`src/hw/ecc_pkg.sv`:
```
package ecc_pkg;
  // wishbone word byte addresses
  localparam logic [3:0] ADDR_CONTROL = 4'h0;
  localparam logic [3:0] ADDR_VALUE_LOW = 4'h4;
  localparam logic [3:0] ADDR_VALUE_HIGH = 4'h8;
  localparam logic [3:0] ADDR_FLAGS = 4'hc;
  localparam logic [7:0] CONTROL_RESET = 8'h00;
  // control field positions
  localparam int MODE_LSB = 0;
  localparam int DUTY_LSB = 4;
  localparam int STEER_LSB = 6;
  // flags register bits
  localparam int FLAG_EVENT_BIT = 0;
  localparam int FLAG_ENABLE_BIT = 1;
  localparam int FLAG_ADC_EN_BIT = 2;
  // mode codes
  localparam logic [3:0] MODE_OFF = 4'h0;
  localparam logic [3:0] MODE_CMP_TOGGLE = 4'h2;
  localparam logic [3:0] MODE_CAP_FALL = 4'h4;
  localparam logic [3:0] MODE_CAP_RISE = 4'h5;
  localparam logic [3:0] MODE_CAP_RISE4 = 4'h6;
  localparam logic [3:0] MODE_CAP_RISE16 = 4'h7;
  localparam logic [3:0] MODE_CMP_SET = 4'h8;
  localparam logic [3:0] MODE_CMP_CLEAR = 4'h9;
  localparam logic [3:0] MODE_CMP_SOFT = 4'ha;
  localparam logic [3:0] MODE_CMP_SPECIAL = 4'hb;
  localparam logic [3:0] MODE_PWM_HH = 4'hc;
  localparam logic [3:0] MODE_PWM_HL = 4'hd;
  localparam logic [1:0] PWM_TOP = 2'h3;
  localparam logic [1:0] STEER_SINGLE = 2'h0;
  localparam logic [1:0] STEER_FWD = 2'h1;
  localparam logic [1:0] STEER_HALF = 2'h2;
  localparam logic [3:0] PRESCALE_MAX4 = 4'h3;
  localparam logic [3:0] PRESCALE_MAX16 = 4'hf;
endpackage : ecc_pkg

```
`src/hw/ecc_edge_prescaler.sv`:
```
`timescale 1ns/1ns
module ecc_edge_prescaler (
  input wire logic i_clk,
  input wire logic i_rst,
  input wire logic i_clear,
  input wire logic i_rise,
  input wire logic [3:0] i_wrap_at,
  output logic o_wrap
);
  logic [3:0] count_q;

  assign o_wrap = i_rise && (count_q == i_wrap_at);

  always_ff @(posedge i_clk) begin
    if (i_rst || i_clear) begin
      count_q <= 4'h0;
    end else if (o_wrap) begin
      count_q <= 4'h0;
    end else if (i_rise) begin
      count_q <= count_q + 4'h1;
    end
  end
endmodule : ecc_edge_prescaler

```
`src/hw/ecc_unit.sv`:
```
// Overview of operation
// - off code clears compare latch and prescaler only
// - capture codes pick edge and divide
// - capture copies full 16-bit timer count
// - capture sets flag; software clears it
// - new capture overwrites old silently
// - edges seen on actual pin level
// - prescaler cleared when off, noncapture, reset
// - prescale code change keeps counter
// - compare pair checked against timer every cycle
// - toggle/set/clear output on match, flag
// - soft interrupt mode: flag only
// - special event: flag, timer reset, conversion
// - pwm codes set output polarities
// - code 1111 same polarity as 1110
// - steering field picks output arrangement
// - non-pwm: steering ignored, a is pin
// - duty low bits only used in pwm
// - event now, timer reset next tick
// - special event leaves overflow flag alone
`timescale 1ns/1ns
module ecc_unit (
  input wire logic i_clk,
  input wire logic i_rst,
  input wire logic i_wb_cyc,
  input wire logic i_wb_stb,
  input wire logic i_wb_we,
  input wire logic [3:0] i_wb_adr,
  input wire logic [3:0] i_wb_sel,
  input wire logic [31:0] i_wb_dat,
  output logic [31:0] o_wb_dat,
  output logic o_wb_ack,
  input wire logic [15:0] i_timer_one_count,
  input wire logic i_timer_one_tick,
  input wire logic i_event_pin,
  input wire logic i_pwm_active,
  output logic o_event_pin,
  output logic o_event_pin_oe_n,
  output logic o_drive_out_b,
  output logic o_drive_out_c,
  output logic o_drive_out_d,
  output logic [3:0] o_steer_owned,
  output logic [9:0] o_duty,
  output logic o_unit_event_flag,
  output logic o_unit_event_irq,
  output logic o_special_event,
  output logic o_timer_one_reset,
  output logic o_adc_start
);
  //////////////////////////////////////////////////////////////////////
  typedef enum logic [2:0] {
    ECC_CLASS_OFF = 3'b001,
    ECC_CLASS_CAP = 3'b010,
    ECC_CLASS_CMP = 3'b100
  } ecc_class_t;

  logic [7:0] control_q;
  logic [15:0] value_q;
  logic event_flag_q;
  logic irq_enable_q;
  logic adc_enable_q;
  logic pin_meta_q;
  logic pin_sync_q;
  logic pin_prev_q;
  logic cmp_latch_q;
  logic match_q;
  logic special_q;
  logic ack_q;
  logic [31:0] rdata_q;

  logic [3:0] mode;
  logic [1:0] steer;
  logic is_pwm;
  ecc_class_t mode_class;
  logic rise;
  logic fall;
  logic wrap;
  logic capture;
  logic match;
  logic hit;
  logic wr_en;
  logic rd_en;

  function automatic logic [15:0] ecc_merge(input logic [15:0] old,
                                            input logic [31:0] dat,
                                            input logic [31:0] m);
    ecc_merge = (old & ~m[15:0]) | (dat[15:0] & m[15:0]);
  endfunction : ecc_merge

  assign mode = control_q[ecc_pkg::MODE_LSB +: 4];
  assign steer = control_q[ecc_pkg::STEER_LSB +: 2];
  assign is_pwm = (mode[3:2] == ecc_pkg::PWM_TOP);

  always_comb begin
    if (mode == ecc_pkg::MODE_OFF) begin
      mode_class = ECC_CLASS_OFF;
    end else if (mode[3:2] == 2'h1) begin
      mode_class = ECC_CLASS_CAP;
    end else if (mode == ecc_pkg::MODE_CMP_TOGGLE || mode[3:2] == 2'h2) begin
      mode_class = ECC_CLASS_CMP;
    end else begin
      mode_class = ECC_CLASS_OFF; // reserved codes and pwm: no cap/cmp
    end
  end

  //////////////////////////////////////////////////////////////////////
  // wishbone slave: ack one cycle after request, dropped next cycle
  assign wr_en = i_wb_cyc && i_wb_stb && i_wb_we && !ack_q;
  assign rd_en = i_wb_cyc && i_wb_stb && !i_wb_we && !ack_q;
  assign o_wb_ack = ack_q;
  assign o_wb_dat = rdata_q;

  always_ff @(posedge i_clk) begin
    if (i_rst) begin
      ack_q <= 1'b0;
    end else begin
      ack_q <= i_wb_cyc && i_wb_stb && !ack_q;
    end
  end

  always_ff @(posedge i_clk) begin
    if (i_rst) begin
      rdata_q <= 32'h0000_0000;
    end else if (rd_en) begin
      case (i_wb_adr)
        ecc_pkg::ADDR_CONTROL: rdata_q <= {24'h00_0000, control_q};
        ecc_pkg::ADDR_VALUE_LOW: rdata_q <= {24'h00_0000, value_q[7:0]};
        ecc_pkg::ADDR_VALUE_HIGH: rdata_q <= {24'h00_0000, value_q[15:8]};
        ecc_pkg::ADDR_FLAGS: rdata_q <= {29'h0000_0000, adc_enable_q,
                                         irq_enable_q, event_flag_q};
        default: rdata_q <= 32'h0000_0000;
      endcase
    end
  end

  always_ff @(posedge i_clk) begin
    if (i_rst) begin
      control_q <= ecc_pkg::CONTROL_RESET;
    end else if (wr_en && i_wb_adr == ecc_pkg::ADDR_CONTROL && i_wb_sel[0]) begin
      control_q <= i_wb_dat[7:0];
    end
  end

  //////////////////////////////////////////////////////////////////////
  // capture path: the pin is sampled as is, whichever way it is driven
  always_ff @(posedge i_clk) begin
    if (i_rst) begin
      pin_meta_q <= 1'b0;
      pin_sync_q <= 1'b0;
      pin_prev_q <= 1'b0;
    end else begin
      pin_meta_q <= i_event_pin;
      pin_sync_q <= pin_meta_q;
      pin_prev_q <= pin_sync_q;
    end
  end

  assign rise = pin_sync_q && !pin_prev_q;
  assign fall = !pin_sync_q && pin_prev_q;

  // counter only clears when leaving capture, not on code change
  ecc_edge_prescaler u_prescale (
    .i_clk(i_clk),
    .i_rst(i_rst),
    .i_clear(mode_class != ECC_CLASS_CAP),
    .i_rise(rise),
    .i_wrap_at(mode == ecc_pkg::MODE_CAP_RISE16 ? ecc_pkg::PRESCALE_MAX16
                                                : ecc_pkg::PRESCALE_MAX4),
    .o_wrap(wrap)
  );

  always_comb begin
    case (mode)
      ecc_pkg::MODE_CAP_FALL: capture = fall;
      ecc_pkg::MODE_CAP_RISE: capture = rise;
      ecc_pkg::MODE_CAP_RISE4: capture = wrap;
      ecc_pkg::MODE_CAP_RISE16: capture = wrap;
      default: capture = 1'b0;
    endcase
  end

  // register pair doubles as compare value; software writes it too
  always_ff @(posedge i_clk) begin
    if (i_rst) begin
      value_q <= 16'h0000;
    end else if (capture) begin
      value_q <= i_timer_one_count;
    end else if (wr_en && i_wb_adr == ecc_pkg::ADDR_VALUE_LOW) begin
      value_q <= ecc_merge(value_q, {16'h0000, value_q[15:8], i_wb_dat[7:0]},
                           {24'h00_0000, {8{i_wb_sel[0]}}});
    end else if (wr_en && i_wb_adr == ecc_pkg::ADDR_VALUE_HIGH) begin
      value_q <= ecc_merge(value_q, {16'h0000, i_wb_dat[7:0], value_q[7:0]},
                           {16'h0000, {8{i_wb_sel[0]}}, 8'h00});
    end
  end

  //////////////////////////////////////////////////////////////////////
  // compare path: act once per match; a slow timer holds it many clocks
  assign match = (mode_class == ECC_CLASS_CMP)
                 && (value_q == i_timer_one_count);
  assign hit = match && !match_q;

  always_ff @(posedge i_clk) begin
    match_q <= match && !i_rst;
    if (i_rst || mode == ecc_pkg::MODE_OFF) begin
      cmp_latch_q <= 1'b0;
    end else if (hit) begin
      case (mode)
        ecc_pkg::MODE_CMP_TOGGLE: cmp_latch_q <= !cmp_latch_q;
        ecc_pkg::MODE_CMP_SET: cmp_latch_q <= 1'b1;
        ecc_pkg::MODE_CMP_CLEAR: cmp_latch_q <= 1'b0;
        default: cmp_latch_q <= cmp_latch_q;
      endcase
    end
  end

  // flag: hardware set wins over a same-cycle software clear
  always_ff @(posedge i_clk) begin
    if (i_rst) begin
      event_flag_q <= 1'b0;
      irq_enable_q <= 1'b0;
      adc_enable_q <= 1'b0;
    end else begin
      if (capture || hit) begin
        event_flag_q <= 1'b1;
      end else if (wr_en && i_wb_adr == ecc_pkg::ADDR_FLAGS && i_wb_sel[0]) begin
        event_flag_q <= i_wb_dat[ecc_pkg::FLAG_EVENT_BIT];
      end
      if (wr_en && i_wb_adr == ecc_pkg::ADDR_FLAGS && i_wb_sel[0]) begin
        irq_enable_q <= i_wb_dat[ecc_pkg::FLAG_ENABLE_BIT];
        adc_enable_q <= i_wb_dat[ecc_pkg::FLAG_ADC_EN_BIT];
      end
    end
  end

  // special event: one pulse per match, timer reset on the next tick
  always_ff @(posedge i_clk) begin
    if (i_rst || mode != ecc_pkg::MODE_CMP_SPECIAL) begin
      special_q <= 1'b0;
    end else begin
      special_q <= hit;
    end
  end

  assign o_special_event = special_q;
  // match removed before the tick cancels the reset; separate strobe,
  // so overflow flag logic never sees it
  assign o_timer_one_reset = (mode == ecc_pkg::MODE_CMP_SPECIAL) && match
                             && i_timer_one_tick;
  assign o_adc_start = special_q && adc_enable_q;

  //////////////////////////////////////////////////////////////////////
  // pin steering; the pwm engine itself lives outside
  logic mod_a;
  logic mod_b;
  logic mod_c;
  logic mod_d;
  logic pol_ac_low;
  logic pol_bd_low;

  always_comb begin
    pol_ac_low = mode[1];
    pol_bd_low = (mode != ecc_pkg::MODE_PWM_HH);
    mod_a = 1'b0;
    mod_b = 1'b0;
    mod_c = 1'b0;
    mod_d = 1'b0;
    o_steer_owned = 4'h1;
    case (steer)
      ecc_pkg::STEER_SINGLE: begin
        mod_a = i_pwm_active;
      end
      ecc_pkg::STEER_FWD: begin
        mod_a = 1'b1;
        mod_d = i_pwm_active;
        o_steer_owned = 4'hf;
      end
      ecc_pkg::STEER_HALF: begin
        mod_a = i_pwm_active;
        mod_b = !i_pwm_active; // dead band applied by pwm engine
        o_steer_owned = 4'h3;
      end
      default: begin
        mod_c = 1'b1;
        mod_b = i_pwm_active;
        o_steer_owned = 4'hf;
      end
    endcase
    if (!is_pwm) begin
      o_steer_owned = 4'h1;
    end
  end

  logic pin_a_q;
  logic pin_b_q;
  logic pin_c_q;
  logic pin_d_q;
  logic pin_oe_n_q;

  always_ff @(posedge i_clk) begin
    if (i_rst) begin
      pin_a_q <= 1'b0;
      pin_b_q <= 1'b0;
      pin_c_q <= 1'b0;
      pin_d_q <= 1'b0;
      pin_oe_n_q <= 1'b1;
    end else if (is_pwm) begin
      pin_a_q <= mod_a ^ pol_ac_low;
      pin_b_q <= mod_b ^ pol_bd_low;
      pin_c_q <= mod_c ^ pol_ac_low;
      pin_d_q <= mod_d ^ pol_bd_low;
      pin_oe_n_q <= 1'b0;
    end else begin
      pin_a_q <= cmp_latch_q;
      pin_b_q <= 1'b0;
      pin_c_q <= 1'b0;
      pin_d_q <= 1'b0;
      // soft and special modes leave the pin alone
      pin_oe_n_q <= !(mode == ecc_pkg::MODE_CMP_TOGGLE
                      || mode == ecc_pkg::MODE_CMP_SET
                      || mode == ecc_pkg::MODE_CMP_CLEAR);
    end
  end

  assign o_event_pin = pin_a_q;
  assign o_event_pin_oe_n = pin_oe_n_q;
  assign o_drive_out_b = pin_b_q;
  assign o_drive_out_c = pin_c_q;
  assign o_drive_out_d = pin_d_q;
  assign o_duty = {value_q[7:0], control_q[ecc_pkg::DUTY_LSB +: 2]};
  assign o_unit_event_flag = event_flag_q;
  assign o_unit_event_irq = event_flag_q && irq_enable_q;
endmodule : ecc_unit

```
`config.mk`:
```
export PLATFORM = sky130hd
export DESIGN_NAME = ecc_unit
export DESIGN_NICKNAME = d
export VERILOG_FILES = /design/src/hw/ecc_pkg.sv /design/src/hw/ecc_edge_prescaler.sv /design/src/hw/ecc_unit.sv
export SDC_FILE = /design/constraint.sdc
export NUM_CORES = 1
export LEC_CHECK = 0
export BUFFER_PORTS_ARGS = -buffer_cell sky130_fd_sc_hd__clkbuf_2
export CORE_AREA = 2 2 85 87
export DETAILED_ROUTE_END_ITERATION = 7
export DIE_AREA = 0 0 87 89
export PLACE_DENSITY_LB_ADDON = 0.05
export SLEW_MARGIN = 0
export SYNTH_ARGS = -nofsm -noshare
export SYNTH_HDL_FRONTEND = slang
export SYNTH_SLANG_ARGS = --single-unit
```
`constraint.sdc`:
```
create_clock -name i_clk -period 1.8 [get_ports i_clk]
set_clock_uncertainty 0.15 [all_clocks]
set_input_delay 0.18 -clock i_clk [delete_from_list [all_inputs] [get_ports i_clk]]
set_output_delay 0.18 -clock i_clk [all_outputs]
set_load 0.005 [all_outputs]
```
### Yosys cells after proc, flatten, opt, wreduce, memory -nomap -nowiden

Index checks and enable logic that the tools add are counted.

* add/subtract/negate cells: 1
* multiply operators: 0
* divide/modulo/power cells: 0
* order comparisons: 0
* equality and inequality tests: 22
* shift-type cells: 0
* multiplexer cells: 20
* bitwise gates (word level): 13
* reduce and logical (&&, ||, !) cells: 51

Operators by type and width (number)
* $and A16 B16 Y16: 3
* $mux W16: 3
* $or A16 B16 Y16: 2
* $pmux W8 S4: 1
* $logic_and A1 B1 Y1: 22
* $eq A4 B3 Y1 const B: 5
* $eq A4 B4 Y1 const B: 5
* $and A16 B8 Y16: 1
* $eq A16 B16 Y1: 1
* $not A16 Y16: 1
* $not A8 Y16: 1
* $reduce_or A2 Y1: 5
* $logic_not A1 Y1: 9
* $mux W3: 3
* $logic_not A4 Y1: 2
* $mux W4: 2
* $ne A4 B4 Y1 const B: 2
* $pmux W4 S2: 1
* $logic_or A1 B1 Y1: 7
* $eq A2 B2 Y1 const B: 3
* $mux W1: 6
* $pmux W1 S3: 2
* $reduce_bool A3 Y1: 2
* $add A4 B1 Y4 const B: 1
* 12 further kinds: 17

* flip-flop bits (word level): 75
* bits in latches: 0
* bits in writable memories: 0
* bits in read-only memories: 0
* output and inout bits: 57
* word-level logic and storage cells: 126
* memories kept: 0

### Longest topological paths before layout

Gate-level depths: netlist of run 1.

* depth after elaboration: 10
* depth in mapped cells: 7

### Hierarchy

Synthesis of run 1 repeated with hierarchy kept, for this count alone.

* cell total of the unflattened synthesis: 335
* area total of the unflattened synthesis: 2964.1 um^2

Modules (own cells, without submodules)
* ecc_unit: instances 1, cells an instance 309, area each 2697.6 um^2
* ecc_edge_prescaler: instances 1, cells an instance 26, area each 266.5 um^2

### Least setup slack after synthesis of run 1

Ideal clock, no wire load.

* path type: register to register
* start: register control_q[1]
* end: register cmp_latch_q
* library setup time: 0.087 ns
* arrival: 1.787 ns
* path slack: -0.224 ns
* stages on the path, launching flop included: 7
* cells stage by stage: dfxtp_1 > buf_6 > and2b_1 > o2111ai_1 > or4_4 > or4_4 > o31ai_1

* longest elaborated chain between the ends: 9

Ends and longest elaborated chain
* start, declared: RTL line ecc_unit.sv:57 `logic [7:0] control_q;`
* start signal, assigned: RTL line ecc_unit.sv:138 `control_q <= ecc_pkg::CONTROL_RESET;`
* start signal, assigned: RTL line ecc_unit.sv:140 `control_q <= i_wb_dat[7:0];`
* $eq A4 B2 Y1: RTL line ecc_unit.sv:99, ecc_unit.sv:208
* $logic_or A1 B1 Y1: RTL line ecc_unit.sv:99 `end else if (mode == ecc_pkg::MODE_CMP_TOGGLE || mode[3:2] == 2'h2) begin`
* $mux W3: RTL line ecc_unit.sv:99
* $mux W3: RTL line ecc_unit.sv:97 `end else if (mode[3:2] == 2'h1) begin`
* $mux W3: RTL line ecc_unit.sv:95 `if (mode == ecc_pkg::MODE_OFF) begin`
* $eq A3 B3 Y1: RTL line ecc_unit.sv:199 `assign match = (mode_class == ECC_CLASS_CMP)`
* $logic_and A1 B1 Y1: RTL line ecc_unit.sv:200 `&& (value_q == i_timer_one_count);`
* $logic_and A1 B1 Y1: RTL line ecc_unit.sv:201 `assign hit = match && !match_q;`
* $reduce_and A2 Y1 (no source line)
* end signal, assigned: RTL line ecc_unit.sv:209 `ecc_pkg::MODE_CMP_TOGGLE: cmp_latch_q <= !cmp_latch_q;`
* end signal, assigned: RTL line ecc_unit.sv:212 `default: cmp_latch_q <= cmp_latch_q;`
* end, declared: RTL line ecc_unit.sv:65 `logic cmp_latch_q;`

Parallel ways exist; a longest one is shown, timed or not.
A chain may end at the register's enable or synchronous reset.

### Worst setup path in the final report of run 1

* start: register control_q[0]
* end: output port o_timer_one_reset

* longest elaborated chain between the ends: 9

Ends and longest elaborated chain
* $eq A4 B2 Y1: RTL line ecc_unit.sv:99
* $logic_or A1 B1 Y1: RTL line ecc_unit.sv:99
* $mux W3: RTL line ecc_unit.sv:99
* $mux W3: RTL line ecc_unit.sv:97
* $mux W3: RTL line ecc_unit.sv:95
* $eq A3 B3 Y1: RTL line ecc_unit.sv:199
* $logic_and A1 B1 Y1: RTL line ecc_unit.sv:200
* $logic_and A1 B1 Y1 (*): RTL line ecc_unit.sv:248 `assign o_timer_one_reset = (mode == ecc_pkg::MODE_CMP_SPECIAL) && match`
* $logic_and A1 B1 Y1 (*): RTL line ecc_unit.sv:249 `&& i_timer_one_tick;`
* end, declared: RTL line ecc_unit.sv:47 `output logic o_timer_one_reset,`

Mark *: on every way between the ends. The rest lies on a longest branch, timed or not.

==> reports/qor_table.md, run 1 <==
| Quantity | This run |
|:---|:---|
| Diode count | 0 |
| Cell chain of the critical path | and2b_1, o2111ai_2, or4_4, or2_4, nor3_2, buf_2 |
| Part of the cycle the worst path needs | 125% |
| Sum of buffers and inverters on the critical path | 1 |
| Max Fclk | 443 MHz |
| Clock latency at the later pin of the worst-skew pair | 0.30 ns |
| Number of different library cells in the post-synthesis netlist | 46 |
| Root Driver | sky130_fd_sc_hd__clkbuf_8 |
| Post-layout utilization of the core | 59.1% |
| Clock power share | 33.3% |
| Synthesized area per cell | 8.85 um^2 |
| Post-DR wirelength/cell | 15.6 um |
| Clock buffers created by TritonCTS | 5 |
| Number of sinks on the clock net | 51 |
| Final Max Tran Viols | 0 |
| Type of origin of the critical path | flop |
| Final #Nets | 489 |
| Failing checks | setup timing |
| Combinational fraction of design power | 10.3% |
| Synthesized cell area | 2830 um^2 |
| Worst Hold Path EP | control_q[3] |
| Area of the core region | 6720 um^2 |
| Worst setup EP type | output port |
| Clock-pin transition on the worst setup and hold timing paths | 0.09 ns |
| Fraction of layout cells with a size suffix above 1 | 44.2% |
| Leakage | 0.00183 uW |
| Power density normalized to cell area | 507 nW/um^2 |
| Crit-path leading delay family | simple AND/OR/NAND/NOR gates |
| Maximum resistive drop on vdd | 378 uV |
| Pwr Total | 2010 uW |
| Top flip-flop cell by instance count after synthesis | sky130_fd_sc_hd__dfxtp_1 |
| Number of maximum-capacitance constraint violations | 0 |
| Count of warnings emitted by yosys | 0 |
| Post-synth ARST share | 0% |
| RSZ-0062 raised after global routing | yes |
| Switching Share | 26.1% |
| CTS tree | built |
| Worst-case setup margin in the final layout | -0.458 ns |
| Overflow left after global routing | 0 |
| Via count normalized by instance count | 5.05 |
| DRC violation count after routing | 0 |
| Required time reported for the critical path endpoint | 1.47 ns |
| Full die area | 7740 um^2 |
| Pin count of the biggest net entering global routing | 27 |
| Area share of the largest cell type after synthesis | 36.1% |
| Relative contribution of sequential cells to total power | 56.4% |
| Hold Path Class | in2reg |
| Top cells by area, synth | sky130_fd_sc_hd__dfxtp_1 (36%), sky130_fd_sc_hd__mux2i_1 (12%), sky130_fd_sc_hd__buf_4 (9.5%) |
| Number of buffer cells added on primary ports | 68 |
| Number of primary I/O pins | 121 |
| Combined global-route utilization of all metal layers | 20.8% |
| R2R Setup Slk | -0.29 ns |
| Hold path startpoint | i_wb_dat[3] |
| Final setup violation count | 20 |
| #FFs+latches synth | 51 |
| Filler Cells Inserted | 618 |
| Last weighted congestion value of the routability-driven placer | 0.777 |
| 1st-pass router iterations | 4 |
| Worst-path maximum fanout | 2 |
| Number of antenna-violating nets in the routed design | 0 |
| Result of the run | finished, violations left |
| Wire length of the first global-routing pass | 12300 um |
| Initial antenna violation count | 0 |
| Die span in x | 87 um |
| Min Tclk post-route | 2.26 ns |
| Top cell type by total area after synthesis | sky130_fd_sc_hd__dfxtp_1 |
| Maximum level of the CTS H-tree | 2 |
| Synthesized instance count | 320 |
| Buffers from clock root to sink, at most | 2 |
| Share of synthesized area occupied by flip-flops and latches | 36.1% |
| P_sw | 525 uW |
| Internal power component | 1490 uW |
| Critical path type | reg2out |
| Vias after detailed routing | 2552 |
| Startpoint of the most critical register-to-register path | control_q[0] |
| Count of final hold-check violations | 0 |
| Half-perimeter wire length of the detailed placement result | 5440 um |
| Worst Reg2Reg Path Length in Cells | 6 |
| Count of flip-flops with a built-in enable after synthesis | 0 |
| Worst path max stage delay | 0.44 ns |
| Initial core utilization | 42.1% |
| Signed area change from the synthesized netlist to the final layout | 40.2% |
| Highest-delay cell along the critical path | sky130_fd_sc_hd__or4_4 |
| Overall routed net length | 7890 um |
| Hold Path Stages | 3 |
| Endpoint of the most critical register-to-register path | cmp_latch_q |
| Number of standard-cell rows in the floorplan | 30 |
| Number of global-route vias before repair | 2338 |
| Data arrival, critical path | 1.93 ns |
| Initial detailed-routing violation count | 207 |
| Chip Height | 89 um |
==> area by class of cell <==
class | count | area [um^2] | area share (%)
Multi-Input combinational cell | 233 | 1830 | 46.2
Sequential cell | 51 | 1030 | 25.9
Timing Repair Buffer | 126 | 893 | 22.5
Tap cell | 80 | 100 | 2.52
Clock buffer | 5 | 68.8 | 1.73
Inverter | 7 | 26.3 | 0.662
Clock inverter | 3 | 20.0 | 0.504
==> per-stage QoR <==
step | cells | setup TNS (ns) | worst slack [ns] | hold WS (ns) | area (um^2)
final | 505 | -4.35 | -0.458 | 0.0103 | 3970
after global routing | 505 | -5.67 | -0.585 | 0.0209 | 3970
after CTS | 504 | -5.36 | -0.488 | 0.00446 | 3800
after detailed placement | 483 | -1.74 | -0.220 | 0.246 | 3370
after global placement | 483 | -1.47 | -0.164 | 0.240 | 3370
after floorplan | 343 | -0.152 | -0.0839 | 0.158 | 2930
==> layout by cell type, fill, tap and decap left out, drive strengths merged, types with 2 or more instances in the layout <==
cell type and count:
nand2 14, nor4 4, nand3b 5, mux2i 34, mux4 3, clkbuf 73
xor2 7, or4 3, conb 25, inv 7, xnor2 15, buf 55
nor2 48, a21oi 2, nand4 2, dlygate4sd3 3, or2 2, nand3 3
o21ai 7, clkinvlp 2, a22oi 8, nor2b 7, and2 3, nor3 7
a211oi 16, dfxtp 51
==> worst max-delay path by stage <==
| stage | from | to | slack, ns | cells past startpoint |
|---|---|---|---|---|
| floorplan | control_q[1] | cmp_latch_q | -0.08 | 6 |
| global placement | value_q[8] | o_timer_one_reset | -0.16 | 6 |
| detailed placement | value_q[0] | cmp_latch_q | -0.22 | 6 |
| CTS | value_q[11] | o_timer_one_reset | -0.49 | 6 |
| global route | control_q[0] | o_timer_one_reset | -0.59 | 6 |
| finish | control_q[0] | o_timer_one_reset | -0.46 | 6 |
==> Yosys cell counts, types with 2 or more instances <==
master,count
sky130_fd_sc_hd__xor2_1,7
sky130_fd_sc_hd__a211oi_1,16
sky130_fd_sc_hd__mux4_2,3
sky130_fd_sc_hd__nor3_1,7
sky130_fd_sc_hd__nand4_1,2
sky130_fd_sc_hd__nand3_1,3
sky130_fd_sc_hd__nor2_1,48
sky130_fd_sc_hd__buf_6,2
sky130_fd_sc_hd__mux2i_1,34
sky130_fd_sc_hd__o21ai_0,7
sky130_fd_sc_hd__nand3b_1,5
sky130_fd_sc_hd__clkbuf_1,11
sky130_fd_sc_hd__a21oi_1,2
sky130_fd_sc_hd__buf_1,3
sky130_fd_sc_hd__inv_1,7
sky130_fd_sc_hd__dfxtp_1,51
sky130_fd_sc_hd__or4_4,2
sky130_fd_sc_hd__a22oi_1,8
sky130_fd_sc_hd__and2_1,3
sky130_fd_sc_hd__conb_1,2
sky130_fd_sc_hd__nor2b_1,7
sky130_fd_sc_hd__nand2_1,14
sky130_fd_sc_hd__xnor2_1,15
sky130_fd_sc_hd__buf_4,36
sky130_fd_sc_hd__nor4_1,4
==> sequential cells by signal, indices dropped and copies added, names as in the netlist, 4 cells and up <==
signal              flops
control_q               8
value_q                16
o_wb_dat                8
u_prescale.count_q      4
==> cell families (layout without fill, tap and decap cells) <==
family	count (synthesis)	in the layout	synth area share [%]
fa+ha+maj	1	1	0.442
xor+xnor	22	22	6.81
other cells	2	25	0.265
compound gates	43	43	10.7
simple gates	105	105	18.2
mux	37	37	14.4
flops	51	51	36.1
buf+inv	59	141	13.1
==> per-layer routing <==
metal / vias to the layer above / global-route usage (%) / part of all wire [%]
met5: - / 0 / 0
met4: 0 / 5.26 / 1.2
met3: 8 / 2.86 / 4.0
met2: 72 / 33.7 / 48
met1: 1218 / 29.4 / 47
li1: 1254 / - / -
==> worst reg2reg max path, stage by stage (launching register included) <==
cell and delay [ns]:
sky130_fd_sc_hd__dfxtp_2 0.33, sky130_fd_sc_hd__and2b_1 0.20, sky130_fd_sc_hd__o2111ai_2 0.12, sky130_fd_sc_hd__or4_4 0.44
sky130_fd_sc_hd__buf_4 0.16, sky130_fd_sc_hd__or4_4 0.45, sky130_fd_sc_hd__o31ai_4 0.18
==> power by group through the flow <==
stage | clock network [uW] | logic (uW) | registers, uW
finish | 670 | 207 | 1140
floorplan | 0 | 118 | 1160
global route | 743 | 224 | 1140
detailed placement | 0 | 175 | 1160
global placement | 0 | 175 | 1160
CTS | 693 | 192 | 1140
==> repair_timing <==
item,4_1_cts,5_1_grt
setup endpoints to repair,20,42
cloned,3,1
pin swaps,5,13
setup buffers,7,2
hold endpoints to repair,3,0
resized for setup,43,38
hold buffers,3,0
No activity file was read; power rests on OpenSTA's default activity.
==> run 2: changes to the inputs <==
PLACE_DENSITY = 0.74   (was not set)
PLACE_DENSITY_LB_ADDON = not set   (was 0.05)
==> reports/qor_table.md, run 2 (synthesis gave the netlist of run 1 again) <==
| Quantity | This run | Change |
|:---|:---|:---|
| Post-DR wirelength/cell | 16.4 um | +4.8% |
| Fraction of layout cells with a size suffix above 1 | 43.0% | -1.2 points |
| Wire length of the first global-routing pass | 12400 um | +1.2% |
| Highest-count cells in the layout ignoring fill and taps | sky130_fd_sc_hd__clkbuf_2 (67), sky130_fd_sc_hd__dfxtp_1 (44), sky130_fd_sc_hd__buf_4 (38) |  |
| Maximum resistive drop on vdd | 297 uV | -21% |
| Max reg flops | 16 | unchanged |
| Overall routed net length | 8210 um | +4.0% |
| Final #Nets | 485 | -0.82% |
| Worst path max stage delay | 0.34 ns | -0.10 ns |
| Failing checks | setup timing |  |
| Required time reported for the critical path endpoint | 1.47 ns | about the same |
| Area of the core region | 6720 um^2 | unchanged |
| Setup TNS | -3.69 ns | +0.662 ns |
| Highest-delay cell along the critical path | sky130_fd_sc_hd__dfxtp_2 |  |
| Filler Cells Inserted | 530 | -14% |
| Number of buffer cells added on primary ports | 68 | unchanged |
| Max Fclk | 442 MHz | -0.25% |
| Maximum level of the CTS H-tree | 2 | unchanged |
| Number of global-route vias before repair | 2508 | +7.3% |
| Data arrival, critical path | 1.93 ns | about the same |
| Sum of buffers and inverters on the critical path | 2 | +1 |
| Number of antenna-violating nets in the routed design | 0 | unchanged |
| Worst-path maximum fanout | 2 | unchanged |
| Die span in x | 87 um | unchanged |
| Last weighted congestion value of the routability-driven placer | 0.960 | +24% |
| Full die area | 7740 um^2 | unchanged |
| Signed area change from the synthesized netlist to the final layout | 38.1% |  |
| Type of origin of the critical path | flop |  |
| Chip Height | 89 um | unchanged |
| Crit-path leading delay family | simple AND/OR/NAND/NOR gates |  |
| Diode count | 0 | unchanged |
| Initial core utilization | 42.1% | unchanged |
| Worst slack on hold paths | 0.00766 ns | -0.00260 ns |
| Final Max Tran Viols | 0 | unchanged |
| Worst setup slack after placement | -0.186 ns | +0.0338 ns |
| Hold Path Class | in2reg |  |
| CTS tree | built |  |
| Worst-case setup margin in the final layout | -0.464 ns | -0.00569 ns |
| Number of standard-cell rows in the floorplan | 30 | unchanged |
| Number of sinks on the clock net | 51 | unchanged |
| Result of the run | finished, violations left |  |
| Cell chain of the critical path | xor2_1, nor4_1, buf_4, nand3b_1, or2_4, nor3_2, buf_2 |  |
| Buffers from clock root to sink, at most | 2 | unchanged |
| Critical path type | reg2out |  |
| 1st-pass router iterations | 4 | unchanged |
| RSZ-0062 raised after global routing | yes |  |
| Area taken by multi-input logic gates | 1790 um^2 | -2.6% |
| Count of final hold-check violations | 0 | unchanged |
| Root Driver | sky130_fd_sc_hd__clkbuf_8 |  |
| Most common library cell in the layout ignoring fill and taps | sky130_fd_sc_hd__clkbuf_2 |  |
| Combined global-route utilization of all metal layers | 20.9% | +0.11 points |
| Clock-pin transition on the worst setup and hold timing paths | 0.09 ns | about the same |
| Initial detailed-routing violation count | 168 | -19% |
| Clock latency at the later pin of the worst-skew pair | 0.30 ns | about the same |
| Register containing the most flip-flops in the final layout | value_q |  |
| R2R Setup Slk | -0.40 ns | -0.11 ns |
| Half-perimeter wire length of the detailed placement result | 5470 um | +0.45% |
| Vias after detailed routing | 2595 | +1.7% |
| Clock buffers created by TritonCTS | 5 | unchanged |
| Initial antenna violation count | 0 | unchanged |
| Overflow left after global routing | 0 | unchanged |
| Number of maximum-capacitance constraint violations | 0 | unchanged |
| FF+latch area | 1030 um^2 | +0.24% |
| Power density normalized to cell area | 529 nW/um^2 | +4.3% |
| Min Tclk post-route | 2.26 ns | +0.00569 ns |
| Number of primary I/O pins | 121 | unchanged |
| Leakage | 0.00182 uW | -0.49% |
| Part of the cycle the worst path needs | 126% | +0.32 points |
| Via count normalized by instance count | 5.18 | +2.5% |
| Final setup violation count | 20 | unchanged |
| DRC violation count after routing | 0 | unchanged |
| Pin count of the biggest net entering global routing | 23 | -15% |
| Worst setup EP type | output port |  |
[run 2: cell types whose count changed in the layout (fill, tap and decap cells not counted), moves of 2 or more]
cell / change
sky130_fd_sc_hd__nor2_4: -4
sky130_fd_sc_hd__buf_4: -8
sky130_fd_sc_hd__nand2_1: -2
sky130_fd_sc_hd__buf_6: +6
sky130_fd_sc_hd__clkinvlp_4: -2
sky130_fd_sc_hd__clkbuf_8: +2
sky130_fd_sc_hd__a211oi_1: +2
sky130_fd_sc_hd__nor2_2: +4
sky130_fd_sc_hd__dfxtp_1: -2
sky130_fd_sc_hd__dfxtp_2: +2
[run 2: worst paths after layout]
check,startpoint,to,cells past startpoint
worst max-delay path,value_q[0],o_timer_one_reset,7
worst min-delay path,i_timer_one_count[8],value_q[8],3
worst max register to register,value_q[10],cmp_latch_q,6
worst min register to register,pin_meta_q,pin_sync_q,1
[run 2: report_power, final]
| part | switching [uW] | internal [uW] |
|---|---|---|
| Sequential | 3.45 | 1130 |
| Combinational | 121 | 79.9 |
| Clock | 380 | 352 |
[run 2: tightest hold or removal path: cells and delay by family]
kind | cells | cell delay, ns
buffers and inverters | 1 | 0.11
AND/OR/NAND/NOR | 1 | 0.10
AO/OA/AOI/OAI | 1 | 0.03
[run 2: cell type report]
type | count | area share [%]
multi-input combinational | 233 | 45.7
timing repair buffer | 122 | 22.2
clock buffer | 8 | 2.56
tap | 80 | 2.56
inverter | 7 | 0.672
sequential | 51 | 26.3
[run 2: per-stage QoR]
| stage | utilization, % | power (uW) | std cells | cell area (um^2) |
|---|---|---|---|---|
| after floorplan | - | 1280 | 343 | 2930 |
| after global placement | 50.0 | 1330 | 482 | 3360 |
| after detailed placement | 50.0 | 1330 | 482 | 3360 |
| after CTS | 56.6 | 2060 | 501 | 3800 |
| after global routing | 58.2 | 2130 | 501 | 3910 |
| final | 58.2 | 2070 | 501 | 3910 |
[run 2: per-layer routing]
metal / share of wire (%) / GRT usage (%) / vias to the layer above
met4: 3.1 / 8.38 / 0
met5: 0 / 0 / -
met3: 6.0 / 4.25 / 21
li1: - / - / 1246
met2: 50 / 36.6 / 104
met1: 41 / 25.1 / 1224
[run 2: repair_timing]
action / in CTS / in global routing
setup endpoints to repair: 25 / 33
buffers inserted: 5 / 0
hold buffers: 3 / 0
hold endpoints to repair: 3 / 0
cloned: 3 / 0
gates resized for setup: 49 / 25
pin swaps: 9 / 16
